**src/shared/ifd_regs.svh**
```systemverilog
// Constants of the instruction decoder: encodings, addresses, timing.
// Assumes inclusion by bare name from the package and the design files.
`ifndef IFD_REGS_SVH
`define IFD_REGS_SVH

// Timing: oscillator periods per instruction cycle
`define IFD_QUARTERS 4
`define IFD_Q_PRE 2'h2
`define IFD_Q_READ 2'h1
`define IFD_Q_LATCH 2'h1
`define IFD_Q_WRITE 2'h2

// Word layout
`define IFD_WORD_W 16
`define IFD_W2_MARK 4'hF

// Group nibbles
`define IFD_NIB_CTRL 4'h0
`define IFD_NIB_LIT 4'h1
`define IFD_NIB_BRA 4'h2
`define IFD_NIB_BCC 4'h3
`define IFD_NIB_MOVFF 4'hC
`define IFD_PFX_BYTE 2'h1
`define IFD_PFX_BIT 2'h2

// Control sub-operations, bits 11:8
`define IFD_CS_NOP 4'h0
`define IFD_CS_TBLRD 4'h1
`define IFD_CS_TBLWR 4'h2
`define IFD_CS_RET 4'h3
`define IFD_CS_RETI 4'h4

// Literal sub-operations
`define IFD_LS_PTR 2'h3
`define IFD_LS_NONE 4'hB

// Long control, bits 15:8
`define IFD_HI_CALL0 8'hEC
`define IFD_HI_CALL1 8'hED
`define IFD_HI_GOTO 8'hEF

// Byte ops at or above this opcode are skip tests
`define IFD_BYTE_SKIP_MIN 4'hC

// Bit ops, bits 13:12
`define IFD_BOP_SET 2'h0
`define IFD_BOP_CLR 2'h1

// Field positions
`define IFD_F_D 9
`define IFD_F_A 8
`define IFD_F_S 0
`define IFD_F_CALL_S 8

// Access memory mapping
`define IFD_ACC_SPLIT 8'h80
`define IFD_ACC_LO_BANK 4'h0
`define IFD_ACC_HI_BANK 4'hF
`define IFD_PORT2_ADDR 12'hF81

// Table pointer modes
`define IFD_MM_NONE 2'h0
`define IFD_MM_POSTINC 2'h1
`define IFD_MM_POSTDEC 2'h2
`define IFD_MM_PREINC 2'h3

`endif

```
**src/shared/ifd_pkg.sv**
```systemverilog
// Types shared by the instruction decoder files.
// Assumes ifd_regs.svh is on the include path.
package ifd_pkg;
    `include "ifd_regs.svh"

    typedef enum logic [1:0]
    {
        IFD_GRP_BYTE = 2'h0,
        IFD_GRP_BIT = 2'h1,
        IFD_GRP_LIT = 2'h2,
        IFD_GRP_CTRL = 2'h3
    } ifd_group_t;

    // Gray codes along fetch -> second word -> flush
    typedef enum logic [1:0]
    {
        IFD_ST_FETCH = 2'h0,
        IFD_ST_WORD2 = 2'h1,
        IFD_ST_FLUSH = 2'h3
    } ifd_state_t;

    typedef enum logic [1:0]
    {
        IFD_TBL_NONE = 2'h0,
        IFD_TBL_POSTINC = 2'h1,
        IFD_TBL_POSTDEC = 2'h2,
        IFD_TBL_PREINC = 2'h3
    } ifd_tbl_t;
endpackage

```
**src/shared/ifd_phase_if.sv**
```systemverilog
// Quarter-phase carrier between the divider and the decoder.
// Assumes one clock; cyc_en is a one-clock pulse ending each cycle.
`timescale 1ns/1ps
interface ifd_phase_if;
    logic [1:0] quarter;
    logic cyc_en;
    modport src(output quarter, output cyc_en);
    modport snk(input quarter, input cyc_en);
endinterface

```
**src/logic/ifd_qclk.sv**
```systemverilog
// Quarter counter producing the instruction cycle enable.
// Assumes I_RESETN style reset from the decoder top.
`timescale 1ns/1ps
module ifd_qclk
    import ifd_pkg::*;
(
    input wire logic i_clk,
    input wire logic i_rst_n,
    ifd_phase_if.src ph
);
    logic [1:0] q_reg;
    logic en_reg;

    // Four oscillator periods make one instruction cycle
    always_ff @(posedge i_clk or negedge i_rst_n)
    begin
        if (!i_rst_n)
        begin
            q_reg <= 2'h0;
            en_reg <= 1'b0;
        end
        else
        begin
            q_reg <= q_reg + 2'h1;
            en_reg <= (q_reg == `IFD_Q_PRE);
        end
    end

    assign ph.quarter = q_reg;
    assign ph.cyc_en = en_reg;
endmodule

```
**src/logic/ifd_decode.sv**
```systemverilog
// Instruction format decoder, cycle sequencer and read-modify-write timing.
// Assumes program memory presents the word of the current cycle on
// I_PROG_WORD and the ALU reports condition and result in the same cycle.
`timescale 1ns/1ps

// Functional notes
// - One word, except three two-word instructions
// - Classify as byte, bit, literal, control
// - Byte ops: file address, destination, access select
// - Destination zero accumulator, one file register; byte skip tests with destination zero write no accumulator
// - Bit ops: bit number, file, access select
// - Literal: value, pointer select, or none
// - Control: address, call mode, table mode, none
// - Second word top four bits all ones
// - Lone second word executes as no-op
// - One cycle; two when skip or jump
// - Two-word instructions take two cycles
// - Instruction cycle is four oscillator periods
// - Taken two-word branch takes three cycles
// - Every file instruction reads its register first
// - Port read clears port change flag
// - Port read data are sampled pin levels
// - Access bit picks access RAM or bank
// - Fast mode saves or restores shadow registers
// - Table mode: none, post-inc, post-dec, pre-inc
module ifd_decode
    import ifd_pkg::*;
#(
    parameter int WORD_W = `IFD_WORD_W
)
(
    input wire logic I_CORE_CLK,
    input wire logic I_RESETN,
    input wire logic [WORD_W-1:0] I_PROG_WORD,
    input wire logic I_COND_TRUE,
    input wire logic [3:0] I_BANK_SELECT,
    input wire logic [7:0] I_FILE_RDATA,
    input wire logic [7:0] I_PORT_PINS,
    input wire logic [7:0] I_ALU_RESULT,
    output logic O_CYC_EN,
    output logic O_ISSUE,
    output logic O_NOP,
    output logic [1:0] O_GROUP,
    output logic [3:0] O_SUBOP,
    output logic O_TWO_WORD,
    output logic [1:0] O_CYCLES,
    output logic [11:0] O_FILE_ADDR,
    output logic O_FILE_OP,
    output logic O_DEST_FILE,
    output logic [2:0] O_BIT_SEL,
    output logic [19:0] O_LITERAL,
    output logic O_PTR_LOAD,
    output logic [1:0] O_PTR_SEL,
    output logic O_PC_CHANGE,
    output logic O_SKIP_TEST,
    output logic O_SHADOW_SAVE,
    output logic O_SHADOW_RESTORE,
    output logic O_TBL_OP,
    output logic O_TBL_WRITE,
    output logic [1:0] O_TBL_MODE,
    output logic O_TBL_PRE_INC,
    output logic O_TBL_POST_INC,
    output logic O_TBL_POST_DEC,
    output logic O_FILE_RD,
    output logic [7:0] O_RMW_RDATA,
    output logic O_PORT_FLAG_CLR,
    output logic O_FILE_WR,
    output logic O_ACC_WR,
    output logic [7:0] O_WB_DATA
);
    ifd_phase_if ph();

    ifd_qclk u_qclk
    (
        .i_clk(I_CORE_CLK),
        .i_rst_n(I_RESETN),
        .ph(ph.src)
    );

    // Two-word first words: file move, call, goto
    function automatic logic is_two_word(input logic [15:0] w);
        is_two_word = (w[15:12] == `IFD_NIB_MOVFF) ||
            (w[15:8] == `IFD_HI_CALL0) || (w[15:8] == `IFD_HI_CALL1) ||
            (w[15:8] == `IFD_HI_GOTO);
    endfunction

    // Access RAM or banked address
    function automatic logic [11:0] resolve(input logic a,
        input logic [7:0] f, input logic [3:0] bank);
        if (a)
            resolve = {bank, f};
        else if (f < `IFD_ACC_SPLIT)
            resolve = {`IFD_ACC_LO_BANK, f};
        else
            resolve = {`IFD_ACC_HI_BANK, f};
    endfunction

    // Table pointer step from mode
    function automatic logic [2:0] tbl_steps(input logic [1:0] mm);
        case (mm)
            `IFD_MM_POSTINC: tbl_steps = 3'b010;
            `IFD_MM_POSTDEC: tbl_steps = 3'b001;
            `IFD_MM_PREINC: tbl_steps = 3'b100;
            default: tbl_steps = 3'b000;
        endcase
    endfunction

    ifd_state_t state_reg;
    ifd_state_t state_next;
    logic [15:0] first_reg;
    logic pend_cond_reg;
    logic wb_file_reg;
    logic wb_acc_reg;
    logic bit_op_reg;
    logic [1:0] bit_kind_reg;

    // Decode of the word in hand
    logic [15:0] w;
    logic [15:0] w2;
    logic iss;
    logic nop;
    ifd_group_t grp;
    logic [3:0] sub;
    logic two;
    logic [1:0] cycles;
    logic [11:0] faddr;
    logic fop;
    logic dfile;
    logic [2:0] bsel;
    logic [19:0] lit;
    logic pld;
    logic [1:0] psel;
    logic pcc;
    logic skp;
    logic ssave;
    logic srest;
    logic tbl;
    logic tblw;
    logic [1:0] mm;
    logic bop;
    logic [1:0] bkind;

    always_comb
    begin
        w = I_PROG_WORD;
        w2 = I_PROG_WORD;
        state_next = state_reg;
        iss = 1'b1;
        nop = 1'b0;
        grp = IFD_GRP_CTRL;
        sub = 4'h0;
        two = 1'b0;
        cycles = 2'h1;
        faddr = 12'h000;
        fop = 1'b0;
        dfile = 1'b0;
        bsel = 3'h0;
        lit = 20'h00000;
        pld = 1'b0;
        psel = 2'h0;
        pcc = 1'b0;
        skp = 1'b0;
        ssave = 1'b0;
        srest = 1'b0;
        tbl = 1'b0;
        tblw = 1'b0;
        mm = `IFD_MM_NONE;
        bop = 1'b0;
        bkind = 2'h0;
        case (state_reg)
            IFD_ST_FETCH:
            begin
                if (pend_cond_reg && I_COND_TRUE)
                    nop = 1'b1;
                else if (w[15:12] == `IFD_W2_MARK)
                    nop = 1'b1;
                else if (is_two_word(w))
                begin
                    iss = 1'b0;
                    state_next = IFD_ST_WORD2;
                end
                else if (w[15:14] == `IFD_PFX_BYTE)
                begin
                    grp = IFD_GRP_BYTE;
                    sub = w[13:10];
                    faddr = resolve(w[`IFD_F_A], w[7:0],
                        I_BANK_SELECT);
                    fop = 1'b1;
                    dfile = w[`IFD_F_D];
                    skp = (w[13:10] >= `IFD_BYTE_SKIP_MIN);
                end
                else if (w[15:14] == `IFD_PFX_BIT)
                begin
                    grp = IFD_GRP_BIT;
                    sub = {2'h0, w[13:12]};
                    bsel = w[11:9];
                    faddr = resolve(w[`IFD_F_A], w[7:0],
                        I_BANK_SELECT);
                    fop = 1'b1;
                    skp = w[13];
                    dfile = !w[13];
                    bop = !w[13];
                    bkind = w[13:12];
                end
                else if (w[15:12] == `IFD_NIB_LIT)
                begin
                    grp = IFD_GRP_LIT;
                    sub = w[11:8];
                    if (w[11:10] == `IFD_LS_PTR)
                    begin
                        pld = 1'b1;
                        psel = w[9:8];
                        lit = {12'h000, w[7:0]};
                    end
                    else if (w[11:8] != `IFD_LS_NONE)
                        lit = {12'h000, w[7:0]};
                end
                else if (w[15:12] == `IFD_NIB_BRA)
                begin
                    sub = w[15:12];
                    lit = {8'h00, w[11:0]};
                    pcc = 1'b1;
                    cycles = 2'h2;
                    state_next = IFD_ST_FLUSH;
                end
                else if (w[15:12] == `IFD_NIB_BCC)
                begin
                    sub = w[11:8];
                    lit = {12'h000, w[7:0]};
                    skp = 1'b1;
                end
                else if (w[15:12] == `IFD_NIB_CTRL)
                begin
                    sub = w[11:8];
                    case (w[11:8])
                        `IFD_CS_TBLRD, `IFD_CS_TBLWR:
                        begin
                            tbl = 1'b1;
                            tblw = (w[11:8] == `IFD_CS_TBLWR);
                            mm = w[1:0];
                        end
                        `IFD_CS_RET, `IFD_CS_RETI:
                        begin
                            srest = w[`IFD_F_S];
                            pcc = 1'b1;
                            cycles = 2'h2;
                            state_next = IFD_ST_FLUSH;
                        end
                        default:
                            nop = (w[11:8] == `IFD_CS_NOP);
                    endcase
                end
                else
                    nop = 1'b1;
            end
            IFD_ST_WORD2:
            begin
                // Combine held first word with this second word
                w = first_reg;
                two = 1'b1;
                cycles = 2'h2;
                state_next = IFD_ST_FETCH;
                if (w[15:12] == `IFD_NIB_MOVFF)
                begin
                    grp = IFD_GRP_BYTE;
                    sub = w[15:12];
                    lit = {8'h00, w[11:0]};
                    faddr = w2[11:0];
                    fop = 1'b1;
                    dfile = 1'b1;
                end
                else
                begin
                    sub = w[11:8];
                    lit = {w2[11:0], w[7:0]};
                    pcc = 1'b1;
                    cycles = 2'h3;
                    ssave = (w[15:8] != `IFD_HI_GOTO)
                        && w[`IFD_F_CALL_S];
                    state_next = IFD_ST_FLUSH;
                end
            end
            IFD_ST_FLUSH:
            begin
                nop = 1'b1;
                state_next = IFD_ST_FETCH;
            end
            default:
            begin
                nop = 1'b1;
                state_next = IFD_ST_FETCH;
            end
        endcase
    end

    // Sequencer advances once per instruction cycle
    always_ff @(posedge I_CORE_CLK or negedge I_RESETN)
    begin
        if (!I_RESETN)
        begin
            state_reg <= IFD_ST_FETCH;
            first_reg <= 16'h0000;
            pend_cond_reg <= 1'b0;
        end
        else if (ph.cyc_en)
        begin
            state_reg <= state_next;
            if (state_reg == IFD_ST_FETCH)
                first_reg <= I_PROG_WORD;
            pend_cond_reg <= iss && !nop && skp;
        end
    end

    // Issued instruction fields
    always_ff @(posedge I_CORE_CLK or negedge I_RESETN)
    begin
        if (!I_RESETN)
        begin
            O_ISSUE <= 1'b0;
            O_NOP <= 1'b1;
            O_GROUP <= 2'h3;
            O_SUBOP <= 4'h0;
            O_TWO_WORD <= 1'b0;
            O_CYCLES <= 2'h1;
            O_FILE_ADDR <= 12'h000;
            O_FILE_OP <= 1'b0;
            O_DEST_FILE <= 1'b0;
            O_BIT_SEL <= 3'h0;
            O_LITERAL <= 20'h00000;
            O_PTR_LOAD <= 1'b0;
            O_PTR_SEL <= 2'h0;
            O_PC_CHANGE <= 1'b0;
            O_SKIP_TEST <= 1'b0;
            O_SHADOW_SAVE <= 1'b0;
            O_SHADOW_RESTORE <= 1'b0;
            O_TBL_OP <= 1'b0;
            O_TBL_WRITE <= 1'b0;
            O_TBL_MODE <= 2'h0;
            O_TBL_PRE_INC <= 1'b0;
            O_TBL_POST_INC <= 1'b0;
            O_TBL_POST_DEC <= 1'b0;
            wb_file_reg <= 1'b0;
            wb_acc_reg <= 1'b0;
            bit_op_reg <= 1'b0;
            bit_kind_reg <= 2'h0;
        end
        else if (ph.cyc_en)
        begin
            O_ISSUE <= iss;
            O_NOP <= nop;
            O_GROUP <= nop ? 2'h3 : grp;
            O_SUBOP <= nop ? 4'h0 : sub;
            O_TWO_WORD <= two && !nop;
            O_CYCLES <= cycles;
            O_FILE_ADDR <= faddr;
            O_FILE_OP <= iss && !nop && fop;
            O_DEST_FILE <= dfile;
            O_BIT_SEL <= bsel;
            O_LITERAL <= lit;
            O_PTR_LOAD <= iss && !nop && pld;
            O_PTR_SEL <= psel;
            O_PC_CHANGE <= iss && !nop && pcc;
            O_SKIP_TEST <= iss && !nop && skp;
            O_SHADOW_SAVE <= iss && !nop && ssave;
            O_SHADOW_RESTORE <= iss && !nop && srest;
            O_TBL_OP <= iss && !nop && tbl;
            O_TBL_WRITE <= tblw;
            O_TBL_MODE <= mm;
            {O_TBL_PRE_INC, O_TBL_POST_INC, O_TBL_POST_DEC} <=
                (iss && !nop && tbl) ? tbl_steps(mm) : 3'b000;
            wb_file_reg <= iss && !nop && fop && dfile;
            wb_acc_reg <= iss && !nop && fop && !dfile && !skp
                && (grp == IFD_GRP_BYTE);
            bit_op_reg <= bop;
            bit_kind_reg <= bkind;
        end
        else
        begin
            O_ISSUE <= 1'b0;
        end
    end

    // Cycle marker
    always_ff @(posedge I_CORE_CLK or negedge I_RESETN)
    begin
        if (!I_RESETN)
            O_CYC_EN <= 1'b0;
        else
            O_CYC_EN <= ph.cyc_en;
    end

    // Read phase: always read the named register first
    always_ff @(posedge I_CORE_CLK or negedge I_RESETN)
    begin
        if (!I_RESETN)
        begin
            O_FILE_RD <= 1'b0;
            O_RMW_RDATA <= 8'h00;
            O_PORT_FLAG_CLR <= 1'b0;
        end
        else
        begin
            O_FILE_RD <= O_FILE_OP && (ph.quarter == 2'h0);
            O_PORT_FLAG_CLR <= 1'b0;
            if (O_FILE_RD && (ph.quarter == `IFD_Q_LATCH))
            begin
                if (O_FILE_ADDR == `IFD_PORT2_ADDR)
                begin
                    O_RMW_RDATA <= I_PORT_PINS;
                    O_PORT_FLAG_CLR <= 1'b1;
                end
                else
                    O_RMW_RDATA <= I_FILE_RDATA;
            end
        end
    end

    // Write-back phase
    always_ff @(posedge I_CORE_CLK or negedge I_RESETN)
    begin
        if (!I_RESETN)
        begin
            O_FILE_WR <= 1'b0;
            O_ACC_WR <= 1'b0;
            O_WB_DATA <= 8'h00;
        end
        else if (ph.quarter == `IFD_Q_WRITE)
        begin
            O_FILE_WR <= wb_file_reg;
            O_ACC_WR <= wb_acc_reg;
            if (bit_op_reg && bit_kind_reg == `IFD_BOP_SET)
                O_WB_DATA <= O_RMW_RDATA | (8'h01 << O_BIT_SEL);
            else if (bit_op_reg && bit_kind_reg == `IFD_BOP_CLR)
                O_WB_DATA <= O_RMW_RDATA & ~(8'h01 << O_BIT_SEL);
            else
                O_WB_DATA <= I_ALU_RESULT;
        end
        else
        begin
            O_FILE_WR <= 1'b0;
            O_ACC_WR <= 1'b0;
        end
    end
endmodule

```
**config.mk**
```make
export PLATFORM = sky130hd
export DESIGN_NAME = ifd_decode
export DESIGN_NICKNAME = d
export VERILOG_FILES = /design/src/shared/ifd_pkg.sv /design/src/shared/ifd_phase_if.sv /design/src/logic/ifd_qclk.sv /design/src/logic/ifd_decode.sv
export VERILOG_INCLUDE_DIRS = /design/src /design/src/shared
export SDC_FILE = /design/constraint.sdc
export NUM_CORES = 1
export LEC_CHECK = 0
export BUFFER_PORTS_ARGS = -buffer_cell sky130_fd_sc_hd__buf_2
export CORE_AREA = 5 5 103 105
export CTS_CLUSTER_SIZE = 24
export DETAILED_ROUTE_END_ITERATION = 10
export DIE_AREA = 0 0 108 110
export HOLD_SLACK_MARGIN = 0.08
export PLACE_DENSITY_LB_ADDON = 0.12
export SYNTH_ARGS = -nofsm -noshare
export SYNTH_HDL_FRONTEND = slang
export SYNTH_SLANG_ARGS = --single-unit
export TNS_END_PERCENT = 5
```
**constraint.sdc**
```tcl
create_clock -name I_CORE_CLK -period 2.78 [get_ports I_CORE_CLK]
set_clock_uncertainty 0.1 [all_clocks]
set_input_delay 0.417 -clock I_CORE_CLK [delete_from_list [all_inputs] [get_ports I_CORE_CLK]]
set_output_delay 0.417 -clock I_CORE_CLK [all_outputs]
set_load 0.005 [all_outputs]
```
==> impl_metrics.tcl, run 1 <==
set metrics [dict create \
    hold_class "input pin to flop" \
    arrival_ns 2.35 \
    drive_gt1_share_pct 32.9 \
    wl_per_cell_um 19.9 \
    grt_pass1_wl_um 24000 \
    period_minus_slack_ns 2.14 \
    post_cts_buffers 0 \
    clk_path_buf_depth 2 \
    reg2reg_depth 6 \
    synth-simple-area-share_pct 14.5 \
    syn-instance-count 508 \
    fillers 808 \
    synth.cell_area_um2 5390 \
    dieArea_um2 11900 \
    drc 0 \
    ys_types 68 \
    seqCellArea_um2 2730 \
    core_um2 9550 \
    initial_utilization_pct 56.4 \
    numCtsBuffers 9 \
    ios 130 \
    dp_hpwl_um 11200 \
    vias 4432 \
    ys_async_sr_fraction_pct 100 \
    syn_nets 562 \
    relSlewSlack_pct 61.5 \
    firstDrtPassIters 5 \
    ant_nets 0 \
    placementRows 36 \
    dpl.cell_count 749 \
    status "finished clean" \
    io_buffers 129 \
    synthAdderAreaFrac_pct 1.63 \
    finalSetupViolCount 0 \
    report.final.slew_viol_count 0 \
    utilization_pct 67.0 \
    ys_warn_count 0 \
    cts.clk_slew.worst_paths_ns 0.11 \
    irDropWorstVdd_mv 0.393 \
    p_int_uw 3080 \
    cts_resized 0 \
    routed_wl_um 15300 \
    critPathLaunchType "input pin" \
    worst_pin_slew_ns 0.575 \
    syn_avg_cell_area_um2 10.6 \
    gr-total-overflow 0 \
    pwr-share-clk_pct 23.8 \
    crit_path_end_kind "flop" \
    nets 682 \
    whs_ns 0.177 \
    critPathMaxFanout 8 \
    yosysSeqAreaShare_pct 50.7 \
    criticalPathCategory "input pin to flop" \
    synth_compound_area_share_pct 20.2 \
    synth_edf_count 0 \
    cts_tree "built" \
    finalHoldViolCount 0 \
    switching_share_pct 33.3 \
    synthXorXnorAreaFrac_pct 0.163 \
    sequentialPowerShare_pct 48.2 \
    antenna_cells 0 \
    largest_reg_flops 20 \
    die_w_um 108 \
    yosys_register_bits 109 \
    period_share_pct 76.9 \
    cts.sinks 109 \
    power_leakage_uw 0.00306 \
    grt_pass1_vias 4456 \
    ys.flop_type "dfrtp_1" \
    final_common_cell "buf_2" \
    grt.total_usage_pct 26.5 \
    cap_violations 0 \
    whs_path_depth 2 \
    die_height_um 110 \
    hold_buffers 1 \
    muxShareOfSynthArea_pct 8.22 \
    cp_data_required_time_ns 2.99 \
    cts_root_buffer "clkbuf_8" \
    grt_max_degree 51 \
    p_per_area_nw_per_um2 722 \
    synth_top_family_by_area "compound AO/OA/AOI/OAI gates" \
    antenna_found_initial 0 \
    vias_per_cell 5.79 \
    most-common-layout-cells "buf_2 (128), dfrtp_1 (105), nor2_1 (43)" \
    dr.first_iter.drc_count 279 \
    multi_input_area_um2 2410 \
    rsz0062_at_grt "no" \
    h-tree-depth 3 \
    switchingPower_uw 1540 \
    fin_tns_setup_ns 0 \
    p_comb_share_pct 28.0 \
    fmax_mhz 468 \
    stdcell_count 766 \
    clk_latency_ns 0.38 \
    place_congestion 0.976 \
    area_delta_synth_final_pct 18.8 \
]
==> logic make-up after synthesis <==
family | Yosys count
buffers and inverters | 58
XOR/XNOR | 1
adder cells (fa/ha/maj) | 7
AO/OA/AOI/OAI | 144
multiplexers | 41
AND/OR/NAND/NOR | 148
flip-flops | 109
==> final timing paths <==
| kind | from | endpoint | slack, ns |
|---|---|---|---|
| max in group asynchronous | I_RESETN | O_NOP | 1.38 |
| setup reg to reg | state_reg[0] | bit_kind_reg[1] | 0.65 |
| min in group asynchronous | I_RESETN | O_LITERAL[17] | 0.42 |
| hold / removal | I_BANK_SELECT[3] | O_FILE_ADDR[11] | 0.18 |
| hold reg to reg | u_qclk.ph.quarter[0] | u_qclk.ph.quarter[0] | 0.37 |
| setup / recovery | I_PROG_WORD[14] | O_LITERAL[4] | 0.64 |
==> through the flow <==
step / worst slack (ns) / instance area, µm² / power (µW)
finish: 0.643 / 6400 / 4620
global route: 0.487 / 6400 / 4890
global placement: 0.345 / 6160 / 3520
detailed placement: 0.251 / 6160 / 3550
CTS: 0.660 / 6400 / 4650
floorplan: 0.762 / 5390 / 2960
==> power groups by stage <==
stage	Clock (µW)	Sequential, µW	Combinational [µW]
4_1_cts	1120	2220	1300
3_3_place_gp	0	2240	1280
6_report	1100	2230	1290
3_5_place_dp	0	2260	1290
2_1_floorplan	0	2210	743
5_1_grt	1180	2280	1430
==> metal layers <==
layer  global-route usage [%]  vias to the layer above  share of wire, %
met4                     7.21                        0               1.6
met5                        0                        -                 0
met1                     36.5                     2194                45
met3                     5.71                       18               6.5
li1                         -                     2074                 -
met2                     43.0                      146                47
==> critical path: stages <==
cell	delay, ns
buf_2	0.12
inv_1	0.07
ha_1	0.29
nor2_1	0.33
nand2_1	0.17
a2111oi_4	0.61
a22oi_1	0.14
a21oi_1	0.19
==> Yosys cell counts, drive strengths merged, types with 3 or more instances <==
master,number,area [µm²]
mux2i,15,150
nand2,42,168
o31ai,3,22.5
a22o,14,123
a32o,5,50.1
a221o,6,60.1
a21oi,33,169
nand3,9,45.0
buf,13,76.3
mux2,26,293
nand4,5,31.3
nor3b,3,22.5
o2bb2ai,18,158
nand4b,3,26.3
and2,6,37.5
nor4,4,52.6
dfstp,4,105
nor2b,10,65.1
a31oi,4,31.3
clkbuf,22,82.6
o211ai,3,22.5
a22oi,13,97.6
inv,23,86.3
o21ai,24,131
a21o,4,30.0
nand2b,6,37.5
o41ai,3,41.3
nor2,45,179
ha,7,87.6
and3,3,18.8
dfrtp,105,2630
==> final cells by class <==
| cell class | instances | share of cell area (%) |
|---|---|---|
| clock buffers | 9 | 1.93 |
| well taps | 133 | 2.60 |
| clock inverters | 7 | 1.68 |
| inverters | 23 | 1.35 |
| multi-input cells | 341 | 37.6 |
| repair buffers | 144 | 12.1 |
| flip-flops and latches | 109 | 42.7 |
Power figures use the tool's default switching activity.
==> inputs of run 2 (changes only) <==
--- a/config.mk
+++ b/config.mk
@@ -7,10 +7,10 @@
 export NUM_CORES = 1
 export LEC_CHECK = 0
 export BUFFER_PORTS_ARGS = -buffer_cell sky130_fd_sc_hd__buf_2
-export CORE_AREA = 5 5 103 105
+export CORE_AREA = 5 5 111 113
 export CTS_CLUSTER_SIZE = 24
 export DETAILED_ROUTE_END_ITERATION = 10
-export DIE_AREA = 0 0 108 110
+export DIE_AREA = 0 0 116 118
 export HOLD_SLACK_MARGIN = 0.08
 export PLACE_DENSITY_LB_ADDON = 0.12
 export SYNTH_ARGS = -nofsm -noshare
==> constraint.sdc (replaced) <==
create_clock -name I_CORE_CLK -period 1.9 [get_ports I_CORE_CLK]
set_clock_uncertainty 0.1 [all_clocks]
set_input_delay 0.285 -clock I_CORE_CLK [delete_from_list [all_inputs] [get_ports I_CORE_CLK]]
set_output_delay 0.285 -clock I_CORE_CLK [all_outputs]
set_load 0.005 [all_outputs]
==> run 2 against run 1 <==
First-iteration DRC count grew 14%. Hold slack worse by 0.086 ns. Die area rose by 15%. Wire length grew 6.5%. Clock power up 61%. Sequential cell count unchanged. Largest cell class unchanged.
==> impl_metrics.tcl, run 2 (synthesis gave the netlist of run 1 again) <==
set metrics [dict create \
    hold_path_end "O_FILE_ADDR[4]" \
    p_comb_share_pct 30.8 \
    p_per_area_nw_per_um2 1020 \
    dp_hpwl_um 12400 \
    wl_per_cell_um 19.2 \
    fillers 944 \
    reg2reg_depth 5 \
    fmax_mhz 532 \
    period_minus_slack_ns 1.88 \
    reg2reg_slack_ns 0.02 \
    ant_nets 0 \
    most-common-layout-cells "buf_2 (128), dfrtp_1 (105), buf_4 (77)" \
    final_common_cell "buf_2" \
    io_buffers 129 \
    dpl.cell_count 827 \
    power_leakage_uw 0.00345 \
    routed_wl_um 16300 \
    final_area_um2 7080 \
    irDropWorstVdd_mv 0.507 \
    dr.first_iter.drc_count 317 \
    die_w_um 116 \
    sequentialPowerShare_pct 44.7 \
    switchingPower_uw 2380 \
    stdcell_count 845 \
    cts.clk_slew.worst_paths_ns 0.08 \
    clk_latency_ns 0.34 \
    die_height_um 118 \
    initial_utilization_pct 48.0 \
    period_share_pct 98.9 \
    core_um2 11200 \
    worst_pin_slew_ns 0.532 \
    min_from "I_PROG_WORD[4]" \
    grt_pass1_vias 4812 \
    cp_data_required_time_ns 2.00 \
    dieArea_um2 13700 \
    firstDrtPassIters 5 \
    gr-total-overflow 0 \
    cap_violations 0 \
    critPathLaunchType "flop" \
    rsz0062_at_grt "yes" \
    p_int_uw 4870 \
    switching_share_pct 32.8 \
    whs_path_depth 3 \
    h-tree-depth 3 \
    nets 751 \
    grt.total_usage_pct 23.9 \
    vias_per_cell 5.58 \
    setup_slack_ns 0.0214 \
    placed_area_um2 6750 \
    timing.rr.end "O_RMW_RDATA[0]" \
    numCtsBuffers 9 \
    crit_path_end_kind "flop" \
    relSlewSlack_pct 64.5 \
    finalHoldViolCount 0 \
    antenna_found_initial 0 \
    cts_root_buffer "clkbuf_16" \
    placementRows 39 \
    vias 4719 \
    post_cts_buffers 0 \
    clk_path_buf_depth 2 \
    dp_slack_ns -0.181 \
    report.final.slew_viol_count 0 \
    cts.sinks 109 \
    fin_tns_setup_ns 0 \
    grt_pass1_wl_um 25800 \
    arrival_ns 1.98 \
    drive_gt1_share_pct 40.0 \
    cts_tree "built" \
    drc 0 \
    p_total_uw 7250 \
    finalSetupViolCount 0 \
    r2r-start "O_FILE_ADDR[6]" \
    grt_max_degree 35 \
    pwr-share-clk_pct 24.4 \
    criticalPathCategory "flop to flop" \
    largest_reg_flops 20 \
    status "finished clean" \
    ios 130 \
    antenna_cells 0 \
    place_congestion 0.883 \
    area_delta_synth_final_pct 31.4 \
    hold_class "input pin to flop" \
    critPathMaxFanout 9 \
]
[run 2: changes by cell type in the layout (fill, tap and decap cells not counted), sizes merged]
cell         change
clkbuf           +1
clkinv           +1
buf             +68
clkinvlp         +1
dlygate4sd3      +1
inv              -1
bufinv           -2
[run 2: area by class of cell]
class	instances	area [µm²]	area share, %
clock buffers	10	229	3.23
repair buffers	213	1360	19.2
well taps	143	179	2.53
multi-input cells	341	2440	34.5
flip-flops and latches	109	2730	38.6
inverters	23	86.3	1.22
clock inverters	6	47.5	0.672
[run 2: metal layers]
metal	vias up	global-route usage, %	wire length, µm
met3	16	4.58	997
met5	-	0	0
li1	2220	-	-
met2	135	38.0	7650
met4	0	5.15	224
met1	2348	33.8	7380
[run 2: worst max path at each step]
stage	startpoint	to	slack (ns)
after global routing	O_FILE_ADDR[1]	O_RMW_RDATA[7]	-0.07
after CTS	O_FILE_ADDR[2]	O_RMW_RDATA[0]	0.01
after global placement	I_PROG_WORD[14]	O_TBL_PRE_INC	-0.09
final	O_FILE_ADDR[6]	O_RMW_RDATA[0]	0.02
after detailed placement	I_PROG_WORD[14]	O_TBL_PRE_INC	-0.18
after floorplan	I_PROG_WORD[14]	O_FILE_ADDR[11]	0.01
[run 2: metrics by stage]
stage	util, %	hold WS, ns
2_1_floorplan	-	-0.111
3_3_place_gp	60.2	0.101
3_5_place_dp	60.2	0.106
4_1_cts	62.9	0.0826
5_1_grt	63.1	0.0876
6_report	63.1	0.0912
[run 2: what timing repair did]
action,4_1_cts,5_1_grt
cloned,0,0
hold buffers,2,0
gates resized for setup,3,4
hold endpoints to repair,93,0
pin swaps,1,1
endpoints found under the setup margin,8,13
[run 2: worst max-delay path, stage by stage (launching register included)]
cell and delay [ns]:
dfrtp_1 0.39, or4b_4 0.56, nor3_4 0.24, buf_12 0.16, mux2i_1 0.20, a21oi_1 0.08
[run 2: power by group through the flow]
stage | combinational, µW | sequential [µW] | clock [µW]
floorplan | 1090 | 3240 | 0
global placement | 2190 | 3260 | 0
detailed placement | 2210 | 3280 | 0
CTS | 2240 | 3240 | 1810
global route | 2440 | 3310 | 1910
finish | 2240 | 3240 | 1770
==> inputs of run 3 (changes only) <==
--- a/config.mk
+++ b/config.mk
@@ -15,5 +15,6 @@
 export PLACE_DENSITY_LB_ADDON = 0.12
 export SYNTH_ARGS = -nofsm -noshare
 export SYNTH_HDL_FRONTEND = slang
+export SYNTH_HIERARCHICAL = 1
 export SYNTH_SLANG_ARGS = --single-unit
 export TNS_END_PERCENT = 5
==> run 3 against run 2 <==
Cell count down 2.8%. Count of clock-buffer cells in the layout increased by 3. Sequential share of layout area rose by 1.0 points. Wire length fell by 1.9%. Highest routed layer unchanged. Synthesized cell count decreased by 0.59%. Hold slack improved by 0.0042 ns. Core utilization shrank 1.6 points. Critical path depth is the same. Global-route usage hardly changed.
==> impl_metrics.tcl, run 3 <==
set metrics [dict create \
    critPathBufInv 0 \
    yosysSeqAreaShare_pct 51.0 \
    path_cells "a32oi_2, nand2_4, a2111oi_4, nand2_1, o32ai_1" \
    rsz0062_at_grt "no" \
    criticalPathCategory "flop to flop" \
    report.final.slew_viol_count 0 \
    syn_avg_cell_area_um2 10.6 \
    period_share_pct 95.0 \
    setup_slack_ns 0.0948 \
    cts_root_buffer "clkbuf_16" \
    grt_pass1_vias 4593 \
    dp_hpwl_um 12100 \
    initial_utilization_pct 47.8 \
    met2_usage_pct 37.7 \
    p_total_uw 7800 \
    critPathLaunchType "flop" \
    grt.total_usage_pct 23.8 \
    clk_latency_ns 0.35 \
    drive_gt1_share_pct 38.8 \
    muxShareOfSynthArea_pct 7.80 \
    synthAdderAreaFrac_pct 1.17 \
    core_um2 11200 \
    final_common_cell "buf_2" \
    worst_pin_slew_ns 0.612 \
    p_per_area_nw_per_um2 1130 \
    largest_reg_flops 20 \
    timing.rr.end "O_TBL_POST_DEC" \
    relSlewSlack_pct 59.2 \
    placementRows 39 \
    ant_nets 0 \
    cts.sinks 109 \
    cap_violations 0 \
    cts.clk_slew.worst_paths_ns 0.07 \
    whs_ns 0.0954 \
    ys.flop_type "dfrtp_1" \
    ys_warn_count 6 \
    vias_per_cell 5.54 \
    path_depth 5 \
    vias 4547 \
    io_buffers 129 \
    irDropWorstVdd_mv 0.833 \
    die_w_um 116 \
    critPathSlowestCell "a2111oi_4" \
    yosys.area.top_type "dfrtp_1" \
    seqCellArea_um2 2740 \
    post_cts_buffers 0 \
    h-tree-depth 3 \
    crit_family "compound AO/OA/AOI/OAI gates" \
    syn-instance-count 505 \
    cp_data_required_time_ns 2.06 \
    fillers 996 \
    reg2reg_slack_ns 0.09 \
    yosys.area.top_type_share_pct 49.0 \
    synthXorXnorAreaFrac_pct 0.163 \
    synth-simple-area-share_pct 14.1 \
    ys_top_cells_by_area "dfrtp_1 (49%), mux2_2 (4.6%), o21ai_0 (4.0%), nand2_1 (3.6%), mux2i_1 (3.2%)" \
    r2r-start "O_SKIP_TEST" \
    area_delta_synth_final_pct 28.7 \
    antenna_cells 0 \
    power_leakage_uw 0.00329 \
    synth.cell_area_um2 5360 \
    ys_types 66 \
    most-common-layout-cells "buf_2 (128), dfrtp_1 (103), buf_4 (58)" \
    dp_slack_ns -0.233 \
    finalSetupViolCount 0 \
    crit_start "O_SKIP_TEST" \
    drc 0 \
    yosys_register_bits 109 \
    netlist_top_cells_count "dfrtp_1 (105), nand2_1 (52), o21ai_0 (43)" \
    reg2reg_depth 5 \
    max_stage_delay_ns 0.46 \
    die_height_um 118 \
    synth_top_family_by_area "compound AO/OA/AOI/OAI gates" \
    routed_wl_um 16000 \
    synth_edf_count 0 \
    ys_async_sr_fraction_pct 100 \
    busiest_layer "met2" \
    endpoint "O_TBL_POST_DEC" \
    grtUsageMet1_pct 32.6 \
    clk_path_buf_depth 2 \
    met3_usage_pct 4.99 \
    antenna_found_initial 0 \
    fmax_mhz 554 \
    multi_input_area_um2 2400 \
    gr-total-overflow 0 \
    finalHoldViolCount 0 \
    cts_tree "built" \
    dieArea_um2 13700 \
    numCtsBuffers 9 \
    firstDrtPassIters 5 \
    grt_max_degree 52 \
    synth.most_common_cell "dfrtp_1" \
    hold_class "input pin to flop" \
    dr.first_iter.drc_count 343 \
    grt_pass1_wl_um 25400 \
    arrival_ns 1.96 \
    place_congestion 0.909 \
    synth_compound_area_share_pct 21.1 \
    nets 725 \
    syn_nets 557 \
    wl_per_cell_um 19.4 \
    critPathMaxFanout 6 \
    crit_path_end_kind "flop" \
    period_minus_slack_ns 1.81 \
    ios 130 \
    status "finished clean" \
]
## run 3: cell types whose count changed after synthesis, sizes merged, moves of 6 or more
cell | before | now
a21oi | 33 | 26
a22oi | 13 | 2
and2 | 6 | 0
and3 | 3 | 9
buf | 13 | 19
nand2 | 42 | 55
nor2 | 45 | 25
o21ai | 24 | 45
o22ai | 1 | 7
## run 3: final cells by class
| class | count | area share (%) |
|---|---|---|
| Inverter | 21 | 1.16 |
| Tap cell | 143 | 2.59 |
| Clock buffer | 13 | 3.77 |
| Clock inverter | 3 | 0.635 |
| Multi-Input combinational cell | 339 | 34.7 |
| Sequential cell | 109 | 39.6 |
| Timing Repair Buffer | 193 | 17.5 |
## run 3: timing repair
| item | CTS | global route |
|---|---|---|
| endpoints found under the setup margin | 0 | 3 |
| gates resized for setup | 0 | 5 |
| hold endpoints to repair | 21 | 0 |
| hold buffers | 1 | 0 |
## run 3: report_power, final
part / switching (µW) / internal, µW / total (µW)
Combinational: 1190 / 1250 / 2440
Clock: 828 / 1100 / 1930
Sequential: 467 / 2970 / 3430
## run 3: worst register-to-register path: cells and delay by family (launching register included)
kind	cells	cell delay, ns
DFF	1	0.44
and+or+nand+nor	2	0.25
AOI/OAI and AO/OA	3	0.92
## run 3: routing by layer
metal	vias to the layer above	wire length [µm]
met4	0	329
li1	2171	-
met5	-	0
met3	20	993
met2	144	7700
met1	2212	6930
## run 3: worst min-delay path by stage
| stage | from | to | slack [ns] | cells after the start |
|---|---|---|---|---|
| after floorplan | I_RESETN | O_ACC_WR | -0.11 | 0 |
| after global placement | I_RESETN | O_BIT_SEL[1] | 0.11 | 1 |
| after detailed placement | I_RESETN | O_BIT_SEL[2] | 0.11 | 1 |
| after CTS | I_PROG_WORD[6] | O_LITERAL[14] | 0.08 | 3 |
| after global routing | I_PROG_WORD[6] | O_LITERAL[14] | 0.09 | 3 |
| final | I_PROG_WORD[6] | O_LITERAL[14] | 0.1 | 3 |
## run 3: through the flow
stage | utilization, % | std cells | setup TNS [ns] | area (µm²)
floorplan | - | 505 | 0 | 5360
global placement | 58.5 | 804 | -4.54 | 6570
detailed placement | 58.5 | 804 | -6.27 | 6570
CTS | 61.3 | 821 | 0 | 6880
global route | 61.5 | 821 | 0 | 6900
finish | 61.5 | 821 | 0 | 6900
## run 3: kinds of logic (layout without fill, tap and decap cells)
kind of cell	after synthesis	after routing
AO/OA/AOI/OAI	154	154
XOR/XNOR	1	1
adder cells (fa/ha/maj)	5	5
buffers and inverters	57	230
flip-flops	109	109
multiplexers	39	39
AND/OR/NAND/NOR	140	140
